==> config.mk <==
export PLATFORM = sky130hd
export DESIGN_NAME = odp_top
export DESIGN_NICKNAME = d
export VERILOG_FILES = /design/src/hw/odp_pkg.sv /design/src/hw/odp_ms_tick.sv /design/src/hw/odp_chan.sv /design/src/hw/odp_top.sv
export SDC_FILE = /design/constraint.sdc
export NUM_CORES = 1
export LEC_CHECK = 0
export BUFFER_PORTS_ARGS = -buffer_cell sky130_fd_sc_hd__buf_4
export CORE_ASPECT_RATIO = 0.75
export CORE_MARGIN = 2
export CORE_UTILIZATION = 50
export DETAILED_ROUTE_END_ITERATION = 12
export HOLD_SLACK_MARGIN = 0.03
export PLACE_DENSITY_LB_ADDON = 0.05
export SYNTH_ARGS = -nofsm -noshare
export SYNTH_HDL_FRONTEND = slang
export SYNTH_SLANG_ARGS = --single-unit
==> constraint.sdc <==
create_clock -name mclk -period 4.5 [get_ports mclk]
set_clock_uncertainty 0.1 [all_clocks]
set_input_delay 0.225 -clock mclk [delete_from_list [all_inputs] [get_ports mclk]]
set_output_delay 0.225 -clock mclk [all_outputs]
set_load 0.01 [all_outputs]
==> src/hw/odp_pkg.sv <==
// Shared constants and types for the output delay and protection block.
package odp_pkg;
  // ----------------------------------------
  // Channels and timing
  // ----------------------------------------
  localparam int NUM_CH = 2;
  localparam int CLK_PERIOD_NS = 25;
  localparam int TICK_PERIOD_NS = 1000000;
  localparam int TICK_CYCLES = (TICK_PERIOD_NS + CLK_PERIOD_NS - 1) / CLK_PERIOD_NS;
  localparam int DELAY_MAX_MS = 10000;
  localparam int DLY_W = 14;
  localparam logic [DLY_W-1:0] DELAY_MAX = DLY_W'(DELAY_MAX_MS);
  localparam logic [DLY_W-1:0] DELAY_RST = 14'h0000;
  localparam logic DLY_EN_RST = 1'b0;
  localparam logic REQ_RST = 1'b0;
  // ----------------------------------------
  // Register map
  // ----------------------------------------
  localparam int ADDR_W = 6;
  localparam logic [ADDR_W-1:0] CH_STRIDE = 6'h10;
  localparam logic [ADDR_W-1:0] OFF_CTRL = 6'h00;
  localparam logic [ADDR_W-1:0] OFF_RISE = 6'h04;
  localparam logic [ADDR_W-1:0] OFF_FALL = 6'h08;
  localparam logic [ADDR_W-1:0] OFF_STAT = 6'h0c;
  localparam logic [ADDR_W-1:0] OFF_PCLR = 6'h20;
  localparam logic [ADDR_W-1:0] OFF_IRQ_STAT = 6'h24;
  localparam logic [ADDR_W-1:0] OFF_IRQ_EN = 6'h28;
  localparam logic [ADDR_W-1:0] OFF_IRQ_CLR = 6'h2c;
  localparam int CTRL_REQ_BIT = 0;
  localparam int CTRL_DLY_EN_BIT = 1;
  localparam int STAT_QSUM_BIT = 7;
  localparam int STAT_OUT_BIT = 8;
  localparam int STAT_BUSY_BIT = 9;
  localparam int STAT_CODE_LSB = 16;
  localparam int IRQ_W = 2 * NUM_CH;
  localparam logic [IRQ_W-1:0] IRQ_EN_RST = 4'h0;
  localparam logic [1:0] AXI_OKAY = 2'h0;
  localparam logic [1:0] AXI_SLVERR = 2'h2;
  // ----------------------------------------
  // Fault flags and trip codes
  // ----------------------------------------
  localparam int FAULT_W = 5;
  localparam int FLT_OC = 0;
  localparam int FLT_OV = 1;
  localparam int FLT_OT = 2;
  localparam int FLT_RVS = 3;
  localparam int FLT_OPS = 4;
  typedef enum logic [2:0] {
    TRIP_NONE = 3'h0,
    TRIP_OC = 3'h1,
    TRIP_OV = 3'h2,
    TRIP_OT = 3'h3,
    TRIP_RVS = 3'h4,
    TRIP_OPS = 3'h5
  } odp_trip_e;
  typedef enum logic [3:0] {
    CS_OFF = 4'h1,
    CS_WAIT_ON = 4'h2,
    CS_ON = 4'h4,
    CS_WAIT_OFF = 4'h8
  } odp_chst_e;
endpackage : odp_pkg

==> src/hw/odp_ms_tick.sv <==
// Restartable one-millisecond tick generator.
`timescale 1ns/1ps
`default_nettype none
module odp_ms_tick
  import odp_pkg::*;
#(
  parameter int CYC = TICK_CYCLES
) (
  // Clock and reset.
  input wire logic mclk,
  input wire logic sys_rst,
  // Control and tick.
  input wire logic restart,
  output logic tick
);
  localparam int CW = $clog2(CYC + 1);
  localparam logic [CW-1:0] LAST = CW'(CYC - 1);
  logic [CW-1:0] cnt;

  // Restarting aligns the first tick a full period after the request.
  always_ff @(posedge mclk) begin
    if (sys_rst || restart || tick) begin
      cnt <= '0;
    end else begin
      cnt <= cnt + CW'(1);
    end
  end

  assign tick = (cnt == LAST);
endmodule : odp_ms_tick
`default_nettype wire

==> src/hw/odp_chan.sv <==
// One channel: output switching sequencer and fault latch.
`timescale 1ns/1ps
`default_nettype none
module odp_chan
  import odp_pkg::*;
(
  // Clock and reset.
  input wire logic mclk,
  input wire logic sys_rst,
  // Settings.
  input wire logic want_on,
  input wire logic dly_en,
  input wire logic [DLY_W-1:0] rise_ms,
  input wire logic [DLY_W-1:0] fall_ms,
  // Timing.
  input wire logic tick,
  output logic restart,
  // Protection.
  input wire logic [FAULT_W-1:0] trip,
  input wire logic prot_clr,
  output logic [FAULT_W-1:0] flags,
  output logic qsum,
  output logic [2:0] trip_code,
  output logic trip_evt,
  // Output state.
  output logic out_on,
  output logic busy,
  output logic switch_evt
);
  odp_chst_e state;
  odp_chst_e next_state;
  logic [DLY_W-1:0] ms_cnt;
  logic [DLY_W-1:0] ms_next;
  logic faulted;
  logic next_out;

  assign faulted = |flags;
  assign ms_next = ms_cnt + 14'h0001;
  assign next_out = (next_state == CS_ON) || (next_state == CS_WAIT_OFF);
  assign restart = (next_state != state);

  always_comb begin
    next_state = state;
    case (state)
      CS_OFF: begin
        if (want_on && !faulted) begin
          next_state = (dly_en && rise_ms != DELAY_RST) ? CS_WAIT_ON : CS_ON;
        end
      end
      CS_WAIT_ON: begin
        if (!want_on || faulted) begin
          next_state = CS_OFF;
        end else if (!dly_en || (tick && ms_next >= rise_ms)) begin
          next_state = CS_ON;
        end
      end
      CS_ON: begin
        if (faulted) begin
          next_state = CS_OFF;
        end else if (!want_on) begin
          next_state = (dly_en && fall_ms != DELAY_RST) ? CS_WAIT_OFF : CS_OFF;
        end
      end
      CS_WAIT_OFF: begin
        if (faulted) begin
          next_state = CS_OFF;
        end else if (want_on) begin
          next_state = CS_ON;
        end else if (!dly_en || (tick && ms_next >= fall_ms)) begin
          next_state = CS_OFF;
        end
      end
      default: next_state = CS_OFF;
    endcase
  end

  always_ff @(posedge mclk) begin
    if (sys_rst) begin
      state <= CS_OFF;
      out_on <= 1'b0;
      busy <= 1'b0;
      switch_evt <= 1'b0;
    end else begin
      state <= next_state;
      out_on <= next_out;
      busy <= (next_state == CS_WAIT_ON) || (next_state == CS_WAIT_OFF);
      switch_evt <= (next_out != out_on);
    end
  end

  // Millisecond count restarts on every state change.
  always_ff @(posedge mclk) begin
    if (sys_rst || restart) begin
      ms_cnt <= '0;
    end else if (tick) begin
      ms_cnt <= ms_next;
    end
  end

  // A trip in the clearing cycle survives the clear.
  always_ff @(posedge mclk) begin
    if (sys_rst) begin
      flags <= '0;
      qsum <= 1'b0;
      trip_evt <= 1'b0;
    end else begin
      flags <= (flags & ~{FAULT_W{prot_clr}}) | trip;
      qsum <= (qsum & ~prot_clr) | (|trip[FLT_RVS:FLT_OC]);
      trip_evt <= |(trip & ~flags);
    end
  end

  always_ff @(posedge mclk) begin
    if (sys_rst) begin
      trip_code <= TRIP_NONE;
    end else if (flags[FLT_OC]) begin
      trip_code <= TRIP_OC;
    end else if (flags[FLT_OV]) begin
      trip_code <= TRIP_OV;
    end else if (flags[FLT_OT]) begin
      trip_code <= TRIP_OT;
    end else if (flags[FLT_RVS]) begin
      trip_code <= TRIP_RVS;
    end else if (flags[FLT_OPS]) begin
      trip_code <= TRIP_OPS;
    end else begin
      trip_code <= TRIP_NONE;
    end
  end
endmodule : odp_chan
`default_nettype wire

==> src/hw/odp_top.sv <==
// Output delay and protection block with AXI4-Lite registers.
`timescale 1ns/1ps
`default_nettype none
// How it works
// - Rising delay holds output off until elapsed.
// - Falling delay holds output on until elapsed.
// - Delays zero to ten seconds, millisecond steps.
// - Delay enable gates both delays, default off.
// - Rising and falling delays stored independently.
// - Protection clear resets faults and summary bit.
// - Trip query gives one of six codes.
// - Operations per channel; unspecified means channel one.
// - Reversed sense latched like other faults.
module odp_top
  import odp_pkg::*;
#(
  parameter int TICK_CYC = TICK_CYCLES
) (
  // Clock and reset.
  input wire logic mclk,
  input wire logic sys_rst,
  // AXI4-Lite write address.
  input wire logic [ADDR_W-1:0] s_axi_awaddr,
  input wire logic s_axi_awvalid,
  output logic s_axi_awready,
  // AXI4-Lite write data.
  input wire logic [31:0] s_axi_wdata,
  input wire logic [3:0] s_axi_wstrb,
  input wire logic s_axi_wvalid,
  output logic s_axi_wready,
  // AXI4-Lite write response.
  output logic [1:0] s_axi_bresp,
  output logic s_axi_bvalid,
  input wire logic s_axi_bready,
  // AXI4-Lite read address.
  input wire logic [ADDR_W-1:0] s_axi_araddr,
  input wire logic s_axi_arvalid,
  output logic s_axi_arready,
  // AXI4-Lite read data.
  output logic [31:0] s_axi_rdata,
  output logic [1:0] s_axi_rresp,
  output logic s_axi_rvalid,
  input wire logic s_axi_rready,
  // Protection trip pins, one bit per channel.
  input wire logic [NUM_CH-1:0] over_current_trip,
  input wire logic [NUM_CH-1:0] over_voltage_trip,
  input wire logic [NUM_CH-1:0] over_temp_trip,
  input wire logic [NUM_CH-1:0] reversed_sense_fault,
  input wire logic [NUM_CH-1:0] open_sense_fault,
  // Channel outputs and interrupt.
  output logic [NUM_CH-1:0] chan_out,
  output logic irq
);
  // ----------------------------------------
  // Declarations
  // ----------------------------------------
  logic [NUM_CH*FAULT_W-1:0] trip_raw;
  logic [NUM_CH*FAULT_W-1:0] trip_meta;
  logic [NUM_CH*FAULT_W-1:0] trip_sync;
  logic aw_have;
  logic w_have;
  logic [ADDR_W-1:0] aw_addr;
  logic [31:0] w_data;
  logic [3:0] w_strb;
  logic [31:0] w_mask;
  logic wr_fire;
  logic wr_ok;
  logic rd_ok;
  logic [31:0] rd_word;
  logic [NUM_CH-1:0] ctrl_req;
  logic [NUM_CH-1:0] ctrl_dly_en;
  logic [NUM_CH-1:0][DLY_W-1:0] rise_ms;
  logic [NUM_CH-1:0][DLY_W-1:0] fall_ms;
  logic [NUM_CH-1:0] prot_clr;
  logic [NUM_CH-1:0] ms_tick;
  logic [NUM_CH-1:0] ms_restart;
  logic [NUM_CH-1:0][FAULT_W-1:0] flags;
  logic [NUM_CH-1:0] qsum;
  logic [NUM_CH-1:0][2:0] trip_code;
  logic [NUM_CH-1:0] trip_evt;
  logic [NUM_CH-1:0] busy;
  logic [NUM_CH-1:0] switch_evt;
  logic [IRQ_W-1:0] irq_stat;
  logic [IRQ_W-1:0] irq_en;
  logic [IRQ_W-1:0] irq_evt;
  logic [IRQ_W-1:0] irq_clr;
  logic pclr_hit;
  logic pclr_idx;

  // ----------------------------------------
  // Pin synchronisers
  // ----------------------------------------
  for (genvar c = 0; c < NUM_CH; c++) begin : g_pins
    assign trip_raw[c*FAULT_W+FLT_OC] = over_current_trip[c];
    assign trip_raw[c*FAULT_W+FLT_OV] = over_voltage_trip[c];
    assign trip_raw[c*FAULT_W+FLT_OT] = over_temp_trip[c];
    assign trip_raw[c*FAULT_W+FLT_RVS] = reversed_sense_fault[c];
    assign trip_raw[c*FAULT_W+FLT_OPS] = open_sense_fault[c];
  end

  always_ff @(posedge mclk) begin
    if (sys_rst) begin
      trip_meta <= '0;
      trip_sync <= '0;
    end else begin
      trip_meta <= trip_raw;
      trip_sync <= trip_meta;
    end
  end

  // ----------------------------------------
  // AXI4-Lite write path
  // ----------------------------------------
  assign s_axi_awready = !aw_have && !s_axi_bvalid;
  assign s_axi_wready = !w_have && !s_axi_bvalid;
  assign wr_fire = aw_have && w_have && !s_axi_bvalid;
  assign w_mask = {{8{w_strb[3]}}, {8{w_strb[2]}}, {8{w_strb[1]}}, {8{w_strb[0]}}};

  always_ff @(posedge mclk) begin
    if (sys_rst) begin
      aw_have <= 1'b0;
      aw_addr <= '0;
    end else if (s_axi_awvalid && s_axi_awready) begin
      aw_have <= 1'b1;
      aw_addr <= s_axi_awaddr;
    end else if (wr_fire) begin
      aw_have <= 1'b0;
    end
  end

  always_ff @(posedge mclk) begin
    if (sys_rst) begin
      w_have <= 1'b0;
      w_data <= '0;
      w_strb <= '0;
    end else if (s_axi_wvalid && s_axi_wready) begin
      w_have <= 1'b1;
      w_data <= s_axi_wdata;
      w_strb <= s_axi_wstrb;
    end else if (wr_fire) begin
      w_have <= 1'b0;
    end
  end

  always_comb begin
    wr_ok = (aw_addr == OFF_PCLR) || (aw_addr == OFF_IRQ_STAT) || (aw_addr == OFF_IRQ_EN)
            || (aw_addr == OFF_IRQ_CLR);
    for (int i = 0; i < NUM_CH; i++) begin
      if (aw_addr[ADDR_W-1:4] == 2'(i) && aw_addr[1:0] == 2'h0) begin
        wr_ok = 1'b1;
      end
    end
  end

  always_ff @(posedge mclk) begin
    if (sys_rst) begin
      s_axi_bvalid <= 1'b0;
      s_axi_bresp <= AXI_OKAY;
    end else if (wr_fire) begin
      s_axi_bvalid <= 1'b1;
      s_axi_bresp <= wr_ok ? AXI_OKAY : AXI_SLVERR;
    end else if (s_axi_bready) begin
      s_axi_bvalid <= 1'b0;
    end
  end

  // ----------------------------------------
  // Channel settings
  // ----------------------------------------
  // Each channel has its own bank, and a larger delay is clamped rather than refused.
  always_ff @(posedge mclk) begin
    if (sys_rst) begin
      ctrl_req <= {NUM_CH{REQ_RST}};
      ctrl_dly_en <= {NUM_CH{DLY_EN_RST}};
      rise_ms <= {NUM_CH{DELAY_RST}};
      fall_ms <= {NUM_CH{DELAY_RST}};
    end else if (wr_fire) begin
      for (int i = 0; i < NUM_CH; i++) begin
        if (aw_addr == ADDR_W'(i * 16) + OFF_CTRL && w_strb[0]) begin
          ctrl_req[i] <= w_data[CTRL_REQ_BIT];
          ctrl_dly_en[i] <= w_data[CTRL_DLY_EN_BIT];
        end
        if (aw_addr == ADDR_W'(i * 16) + OFF_RISE) begin
          rise_ms[i] <= clamp_ms((rise_ms[i] & ~w_mask[DLY_W-1:0])
                                 | (w_data[DLY_W-1:0] & w_mask[DLY_W-1:0]));
        end
        if (aw_addr == ADDR_W'(i * 16) + OFF_FALL) begin
          fall_ms[i] <= clamp_ms((fall_ms[i] & ~w_mask[DLY_W-1:0])
                                 | (w_data[DLY_W-1:0] & w_mask[DLY_W-1:0]));
        end
      end
    end
  end

  function automatic logic [DLY_W-1:0] clamp_ms(input logic [DLY_W-1:0] v);
    clamp_ms = (v > DELAY_MAX) ? DELAY_MAX : v;
  endfunction : clamp_ms

  // Channel field 0 means no channel given and selects the first one; 3 is ignored.
  assign pclr_hit = wr_fire && aw_addr == OFF_PCLR && w_strb[0] && w_data[1:0] != 2'h3;
  assign pclr_idx = (w_data[1:0] == 2'h2);

  for (genvar c = 0; c < NUM_CH; c++) begin : g_ch
    assign prot_clr[c] = pclr_hit && (pclr_idx == 1'(c));

    odp_ms_tick #(
      .CYC(TICK_CYC)
    ) u_tick (
      .mclk(mclk),
      .sys_rst(sys_rst),
      .restart(ms_restart[c]),
      .tick(ms_tick[c])
    );

    odp_chan u_chan (
      .mclk(mclk),
      .sys_rst(sys_rst),
      .want_on(ctrl_req[c]),
      .dly_en(ctrl_dly_en[c]),
      .rise_ms(rise_ms[c]),
      .fall_ms(fall_ms[c]),
      .tick(ms_tick[c]),
      .restart(ms_restart[c]),
      .trip(trip_sync[c*FAULT_W +: FAULT_W]),
      .prot_clr(prot_clr[c]),
      .flags(flags[c]),
      .qsum(qsum[c]),
      .trip_code(trip_code[c]),
      .trip_evt(trip_evt[c]),
      .out_on(chan_out[c]),
      .busy(busy[c]),
      .switch_evt(switch_evt[c])
    );
  end

  // ----------------------------------------
  // Interrupts
  // ----------------------------------------
  assign irq_evt = {switch_evt, trip_evt};
  assign irq_clr = (wr_fire && aw_addr == OFF_IRQ_CLR) ? (w_data[IRQ_W-1:0] & w_mask[IRQ_W-1:0])
                                                       : '0;

  // A new event in the clearing cycle wins over the clear.
  always_ff @(posedge mclk) begin
    if (sys_rst) begin
      irq_stat <= '0;
    end else begin
      irq_stat <= (irq_stat & ~irq_clr) | irq_evt;
    end
  end

  always_ff @(posedge mclk) begin
    if (sys_rst) begin
      irq_en <= IRQ_EN_RST;
    end else if (wr_fire && aw_addr == OFF_IRQ_EN && w_strb[0]) begin
      irq_en <= w_data[IRQ_W-1:0];
    end
  end

  always_ff @(posedge mclk) begin
    if (sys_rst) begin
      irq <= 1'b0;
    end else begin
      irq <= |(irq_stat & irq_en);
    end
  end

  // ----------------------------------------
  // AXI4-Lite read path
  // ----------------------------------------
  assign s_axi_arready = !s_axi_rvalid;

  always_comb begin
    rd_word = '0;
    rd_ok = 1'b1;
    case (s_axi_araddr)
      OFF_PCLR: rd_word = '0;
      OFF_IRQ_STAT: rd_word[IRQ_W-1:0] = irq_stat;
      OFF_IRQ_EN: rd_word[IRQ_W-1:0] = irq_en;
      OFF_IRQ_CLR: rd_word = '0;
      default: rd_ok = 1'b0;
    endcase
    for (int i = 0; i < NUM_CH; i++) begin
      if (s_axi_araddr == ADDR_W'(i * 16) + OFF_CTRL) begin
        rd_ok = 1'b1;
        rd_word[CTRL_REQ_BIT] = ctrl_req[i];
        rd_word[CTRL_DLY_EN_BIT] = ctrl_dly_en[i];
      end
      if (s_axi_araddr == ADDR_W'(i * 16) + OFF_RISE) begin
        rd_ok = 1'b1;
        rd_word[DLY_W-1:0] = rise_ms[i];
      end
      if (s_axi_araddr == ADDR_W'(i * 16) + OFF_FALL) begin
        rd_ok = 1'b1;
        rd_word[DLY_W-1:0] = fall_ms[i];
      end
      if (s_axi_araddr == ADDR_W'(i * 16) + OFF_STAT) begin
        rd_ok = 1'b1;
        rd_word[FAULT_W-1:0] = flags[i];
        rd_word[STAT_QSUM_BIT] = qsum[i];
        rd_word[STAT_OUT_BIT] = chan_out[i];
        rd_word[STAT_BUSY_BIT] = busy[i];
        rd_word[STAT_CODE_LSB +: 3] = trip_code[i];
      end
    end
  end

  always_ff @(posedge mclk) begin
    if (sys_rst) begin
      s_axi_rvalid <= 1'b0;
      s_axi_rdata <= '0;
      s_axi_rresp <= AXI_OKAY;
    end else if (s_axi_arvalid && s_axi_arready) begin
      s_axi_rvalid <= 1'b1;
      s_axi_rdata <= rd_word;
      s_axi_rresp <= rd_ok ? AXI_OKAY : AXI_SLVERR;
    end else if (s_axi_rready) begin
      s_axi_rvalid <= 1'b0;
    end
  end
endmodule : odp_top
`default_nettype wire

======== Word-level counts from Yosys, hierarchy flattened ========
Cells that the tools add are included.
operators by class
  $add $sub $neg .......................... 4
  $lt $le $gt $ge ......................... 8
  equal/unequal tests ..................... 43
  mux-type cells .......................... 70
  bitwise gates (word level) .............. 32
  reduce and logical (&&, ||, !) cells .... 86
operator list
  cell                                           number
  two-way mux 14 bit                             8
  two-way mux 4 bit                              19
  bitwise AND 14 bit                             5
  >= comparator 14 bit                           4
  > comparator 14 bit, second input constant     4
  OR 14 bit                                      4
  nonzero test 14 bit                            4
  == test 6 bit, second input constant           8
  == test 6 x 5 -> 1 bit, second input constant  7
  adder 16 x 1 -> 16 bit, second input constant  2
  == test 16 bit, second input constant          2
  case mux 4 bit (4 select lines)                2
  two-way mux 3 bit                              10
  logical AND 1 bit                              29
  adder 14 x 1 -> 14 bit, second input constant  2
  OR reduction 4 bit                             6
  bitwise AND 5 bit                              4
  two-way mux 1 bit                              20
  NOT 5 bit                                      4
  OR reduction 5 bit                             4
  == test 6 x 4 -> 1 bit, second input constant  3
  logical OR 1 bit                               17
  == test 4 x 2 -> 1 bit, second input constant  4
  == test 4 x 3 -> 1 bit, second input constant  4
  25 further kinds                               67
storage, ports and cells
  register bits after elaboration ......... 230
  input bits .............................. 65

======== Longest topological paths before layout ========
  depth after elaboration ................. 12
  depth in mapped cells ................... 16
  depth with buffers taken out ............ 15

======== Cells and area by module ========
Synthesis repeated with hierarchy kept, for this count alone.
unflattened totals
  cell total of the unflattened synthesis .. 1483
  area total of the unflattened synthesis .. 12627.1 um^2
by module, submodules not included
  module       times used  cells an instance  area an instance (um^2)  sequential area each (um^2)
  odp_top      1           715                6115.9                   2682.6
  odp_chan     2           300                2439.8                   620.6
  odp_ms_tick  2           84                 815.8                    320.3

======== Worst setup path before layout ========
Ideal clock, no wire load.
  path type ............................... register to register
  start ................................... register g_ch[0].u_chan.ms_cnt[0]
  end ..................................... register g_ch[0].u_tick.cnt[10]
  library setup time ...................... 0.092 ns
  arrival time ............................ 3.332 ns
  data required time ...................... 4.308 ns
  path slack .............................. 0.976 ns
  cell stages (with the launch flop) ...... 17
  path buffers ............................ 1
  cells stage by stage .................... dfxtp_1 -> ha_1 -> and3_1 -> nand3_1 -> nor2_1 -> and3_1 -> nand3_1 -> xnor2_1 -> ha_1 -> o21ai_0 -> nor2_1 -> or3_1 -> a211oi_1 -> or3_1 -> o211ai_1 -> buf_2 -> nor4_1
between the ends
  longest elaborated chain between the ends .. 11
  elaborated cells between the ends (all ways) .. 16
  classes of those cells .................. add/sub (1); order compare (2); eq/ne (1); mux (6); reduce/logical (6)
ends and longest elaborated chain
  what                               line               source
  from (decl)                        odp_chan.sv:32     logic [DLY_W-1:0] ms_cnt;
  from (signal assigned)             odp_chan.sv:96     ms_cnt <= ms_next;
  adder 14 x 1 -> 14 bit *           odp_chan.sv:38     assign ms_next = ms_cnt + 14'h0001;
  via g_ch[0].u_chan.ms_next[12]     odp_chan.sv:33     logic [DLY_W-1:0] ms_next;
  >= comparator 14 bit               odp_chan.sv:69     end else if (!dly_en || (tick && ms_next >= fall_ms)) begin
  logical AND 1 bit                  odp_chan.sv:69
  logical OR 1 bit                   odp_chan.sv:69
  two-way mux 4 bit                  odp_chan.sv:69
  two-way mux 4 bit                  odp_chan.sv:67     end else if (want_on) begin
  two-way mux 4 bit                  odp_chan.sv:65     if (faulted) begin
  case mux 4 bit (4 select lines) *  odp_chan.sv:44     case (state)
  inequality test 4 bit *            odp_chan.sv:40     assign restart = (next_state != state);
  logical OR 1 bit * (2 in series)   odp_ms_tick.sv:22  if (sys_rst || restart || tick) begin
  to (signal assigned)               odp_ms_tick.sv:25  cnt <= cnt + CW'(1);
  to (decl)                          odp_ms_tick.sv:18  logic [CW-1:0] cnt;
The timed path passes the listed nets; every way through them passes the cells marked *.
A chain may end at the register's enable or synchronous reset.

======== Final worst setup path ========
  start ................................... register g_ch[0].u_chan.ms_cnt[0]
  end ..................................... register g_ch[0].u_tick.cnt[11]
Same word-level chain as after synthesis.

==> results.sh <==
export IMPL_detail_route_first_pass_iterations=6
export IMPL_dr_total_vias=11150
export IMPL_synth_async_sr_flop_share_pct=0
export IMPL_max_stage_delay_ns=0.45
export IMPL_synth_top_area_cell="sky130_fd_sc_hd__dfxtp_1"
export IMPL_sequential_element_share_of_the_synthesized_area_pct=37.90
export IMPL_detailedRoute_firstIterationViolations=1049
export IMPL_tns_ns=0
export IMPL_worst_path_max_delay_cell="sky130_fd_sc_hd__dfxtp_1"
export IMPL_vdd_ir_drop_worst_mv=0.3231
export IMPL_finalPower_w=0.004609
export IMPL_cts_max_level=1
export IMPL_crit_path_max_fanout=30
export IMPL_element_type_at_the_critical_path_end="register"
export IMPL_cts_tree="done"
export IMPL_worstReg2RegEnd="g_ch[0].u_tick.cnt[11]$_SDFF_PP0_"
export IMPL_nets=1653
export IMPL_post_synth_main_area_contributors="sky130_fd_sc_hd__dfxtp_1 (38%), sky130_fd_sc_hd__ha_1 (6.2%), sky130_fd_sc_hd__nor2_1 (4.7%)"
export IMPL_synth_top_area_share_pct=37.90
export IMPL_multi_input_comb_area_mm2=0.006848
export IMPL_synth_most_common_cell="sky130_fd_sc_hd__dfxtp_1"
export IMPL_r2r_worst_path_depth=14
export IMPL_final_hold_worst_slack_ns=0.07822
export IMPL_power_density_cell_area_mw_per_mm2=329.8
export IMPL_fin_crit_sh_pct=90.26
export IMPL_rows=49
export IMPL_worst_path_dominant_cell_family="simple AND/OR/NAND/NOR gates"
export IMPL_grt_pass1_vias=10230
export IMPL_routabilityCongestion=0.9983
export IMPL_drc=0
export IMPL_number_of_synthesized_flops_with_an_enable_pin=0
export IMPL_synthToLayoutAreaGrowth_pct=16.03
export IMPL_maximum_number_of_pins_on_one_net_before_global_route_repair=78
export IMPL_path_depth=14
export IMPL_setup_reg_to_reg_worst_slack_ns=0.44
export IMPL_layout_min_cycle_time_ns=4.062
export IMPL_worstPathCellList="nand3_1 > nor3_1 > and3_1 > nand3_1 > xnor2_1 > ha_1 > a211oi_1 > nor2_1 > or3_1 > a211oi_2 > or3_1 > o211ai_1 > buf_4 > nor4_1"
export IMPL_detailed_place_hpwl_mm=26.40
export IMPL_clock_insertion_delay_worst_skew_ns=0.54
export IMPL_antenna_left=0
export IMPL_report_final_hold_viol_count=0
export IMPL_ys_top_cells_by_count="sky130_fd_sc_hd__dfxtp_1 (228), sky130_fd_sc_hd__nor2_1 (151), sky130_fd_sc_hd__nand2_1 (127), sky130_fd_sc_hd__a21oi_1 (90), sky130_fd_sc_hd__nor3_1 (78)"
export IMPL_synth_top_flop_cell="sky130_fd_sc_hd__dfxtp_1"
export IMPL_initial_core_util_pct=50.63
export IMPL_fp_dieArea_mm2=0.02536
export IMPL_wirelength_met1_mm=17.55
export IMPL_critPathArrivalTime_ns=4.41
export IMPL_fillCellCount=2179
export IMPL_global_route_overflow_total=0
export IMPL_reg2reg_from="g_ch[0].u_chan.ms_cnt[0]$_SDFFE_PP0P_"
export IMPL_cts_buffers_inserted=26
export IMPL_rsz0062_at_grt="false"
export IMPL_number_of_register_bits_inferred_by_synthesis=228
export IMPL_die_h_um=138.4
export IMPL_grt_use_total_pct=28.60
export IMPL_antennaDiodeCount=0
export IMPL_sequential_cell_area_mm2=0.004564
export IMPL_hold_class="in -> reg"
export IMPL_clkTransAtPathRegs_ns=0.06
export IMPL_cts_path_max_buffers=3
export IMPL_detail_route_wl_per_cell_um=19.72
export IMPL_first_pass_grt_wire_length_mm=57.82
export IMPL_highest_layer="met4"
export IMPL_final_max_slew_violation_count=0
export IMPL_syn_mean_instance_area_um2=8.278
export IMPL_timing_max_slew_rel_slack_pct=32.42
export IMPL_critPathKind="reg -> reg"
export IMPL_critPathLaunch="g_ch[0].u_chan.ms_cnt[0]$_SDFFE_PP0P_"
export IMPL_dpl_cell_count=1769
export IMPL_synthesis_area_mm2=0.01204
export IMPL_layout_drive_gt1_share_pct=9.320
export IMPL_met3_wl_mm=3.035
export IMPL_clock_root_buffer="sky130_fd_sc_hd__clkbuf_16"
export IMPL_core_area_mm2=0.02379
export IMPL_syn_inst=1455
export IMPL_cp_endpoint="g_ch[0].u_tick.cnt[11]$_SDFF_PP0_"
export IMPL_synth_cell_types=79
export IMPL_yosysWarnings=0
export IMPL_worst_endpoint_required_ns=4.85
export IMPL_wl_mm=36.51
export IMPL_antenna_found_initial=0
export IMPL_i_o_pin_cnt=109
export IMPL_clock_sink_count=228
export IMPL_final_instance_count_excl_fill=1851
export IMPL_worst_slew_pin_transition_ns=1.010
export IMPL_via_per_inst=6.025
export IMPL_crit_path_start_kind="register"
export IMPL_die_w_um=183.2
export IMPL_timing_final_setup_violations=0
export IMPL_hold_depth=3
export IMPL_port_buffers=71
export IMPL_status="finished clean"
export IMPL_max_cap_viol_count=0
export IMPL_detailroute_wirelength_met2_mm=14.85
export IMPL_cellLeakagePower_nw=5.299
export IMPL_fmaxAchievable_mhz=246.2
export IMPL_timing_critical_path_buf_inv=1
export IMPL_post_cts_buffers=0
metrics by stage:
stage	utilization [%]	worst slack [ns]	instance area (um2)
global route	58.75	0.008297	13970
finish	58.75	0.4385	13970
detailed placement	53.41	0.3783	12700
global placement	53.41	0.4818	12700
CTS	58.71	0.3588	13960
floorplan	-	0.9759	12100
power by group:
part / internal (W) / switching, W / total [W]
clock: 0.00132 / 0.000856 / 0.00217
sequential: 0.00207 / 0.0000609 / 0.00213
combinational: 0.000128 / 0.000175 / 0.000302
total: 0.00352 / 0.00109 / 0.00461
cell type report:
cell class | instances | area share, %
sequential | 228 | 32.66
tap | 306 | 2.740
timing repair buffer | 122 | 7.216
clock buffer | 35 | 5.551
inverter | 75 | 2.014
clock inverter | 10 | 0.8148
multi-input combinational | 1075 | 49.00
worst reg2reg max path, cell delays in order (launching register included):
cell	delay [ns]
sky130_fd_sc_hd__dfxtp_1	0.45
sky130_fd_sc_hd__nand3_1	0.21
sky130_fd_sc_hd__nor3_1	0.41
sky130_fd_sc_hd__and3_1	0.27
sky130_fd_sc_hd__nand3_1	0.18
sky130_fd_sc_hd__xnor2_1	0.31
sky130_fd_sc_hd__ha_1	0.30
sky130_fd_sc_hd__a211oi_1	0.20
sky130_fd_sc_hd__nor2_1	0.07
sky130_fd_sc_hd__or3_1	0.35
sky130_fd_sc_hd__a211oi_2	0.30
sky130_fd_sc_hd__or3_1	0.20
sky130_fd_sc_hd__o211ai_1	0.10
sky130_fd_sc_hd__buf_4	0.24
sky130_fd_sc_hd__nor4_1	0.28
state kept, by name, summed over array words and instances (netlist names), 4 cells and up:
name	count
w_data	14
g_ch.u_chan.trip_code	6
aw_addr	6
s_axi_rdata	17
irq_stat	4
g_ch.u_chan.state	8
trip_meta	10
g_ch.u_tick.cnt	32
g_ch.u_chan.ms_cnt	28
fall_ms	28
g_ch.u_chan.flags	10
rise_ms	28
trip_sync	10
irq_en	4
logic make-up after synthesis:
kind of cell	Yosys count	share of synthesized area (%)
flip-flops	228	37.90
other	1	0.03114
AO/OA/AOI/OAI	308	17.69
AND/OR/NAND/NOR	586	24.19
buffers and inverters	168	5.911
multiplexers	23	2.150
adder cells (fa/ha/maj)	60	6.233
XOR/XNOR	81	5.890
metal layers:
layer  GRT usage [%]  vias up
met5               0        -
met2           40.75      464
met3           4.847       81
met4           7.705        0
li1                -     5357
met1           44.14     5251
cell usage in the layout, fill, tap and decap left out, drive strengths merged, types with 11 or more instances in the layout:
| master | n |
|---|---|
| dfxtp | 228 |
| nor2 | 151 |
| nand2 | 127 |
| a21oi | 90 |
| buf | 85 |
| nor3 | 78 |
| inv | 76 |
| ha | 60 |
| nand3 | 48 |
| xor2 | 47 |
| o21ai | 41 |
| dlygate4sd3 | 37 |
| nor4 | 35 |
| clkbuf | 35 |
| xnor2 | 34 |
| nor2b | 32 |
| a211oi | 24 |
| nand2b | 22 |
| and3 | 19 |
| nand4 | 19 |
| a221oi | 18 |
| mux2i | 18 |
| conb | 17 |
| a31oi | 16 |
| o2bb2ai | 15 |
| a222oi | 12 |
| a32o | 12 |
| a22oi | 11 |
worst min path at each step:
stage	startpoint	endpoint	slack, ns
6_report	s_axi_araddr[2]	s_axi_rdata[3]$_SDFFE_PP0P_	0.08
5_1_grt	s_axi_araddr[2]	s_axi_rdata[3]$_SDFFE_PP0P_	0.13
4_1_cts	s_axi_araddr[2]	s_axi_rdata[3]$_SDFFE_PP0P_	0.05
3_5_place_dp	s_axi_rready	s_axi_rvalid$_SDFFE_PP0P_	0.31
3_3_place_gp	trip_meta[6]$_SDFF_PP0_	trip_sync[6]$_SDFF_PP0_	0.32
2_1_floorplan	s_axi_rready	s_axi_rvalid$_SDFFE_PP0P_	0.23
timing repair:
item	in CTS	in global routing
setup endpoints to repair	0	5
hold buffers	37	0
hold endpoints to repair	35	0
gates resized for setup	0	2
Note: power is estimated with default switching activity, not from simulation.
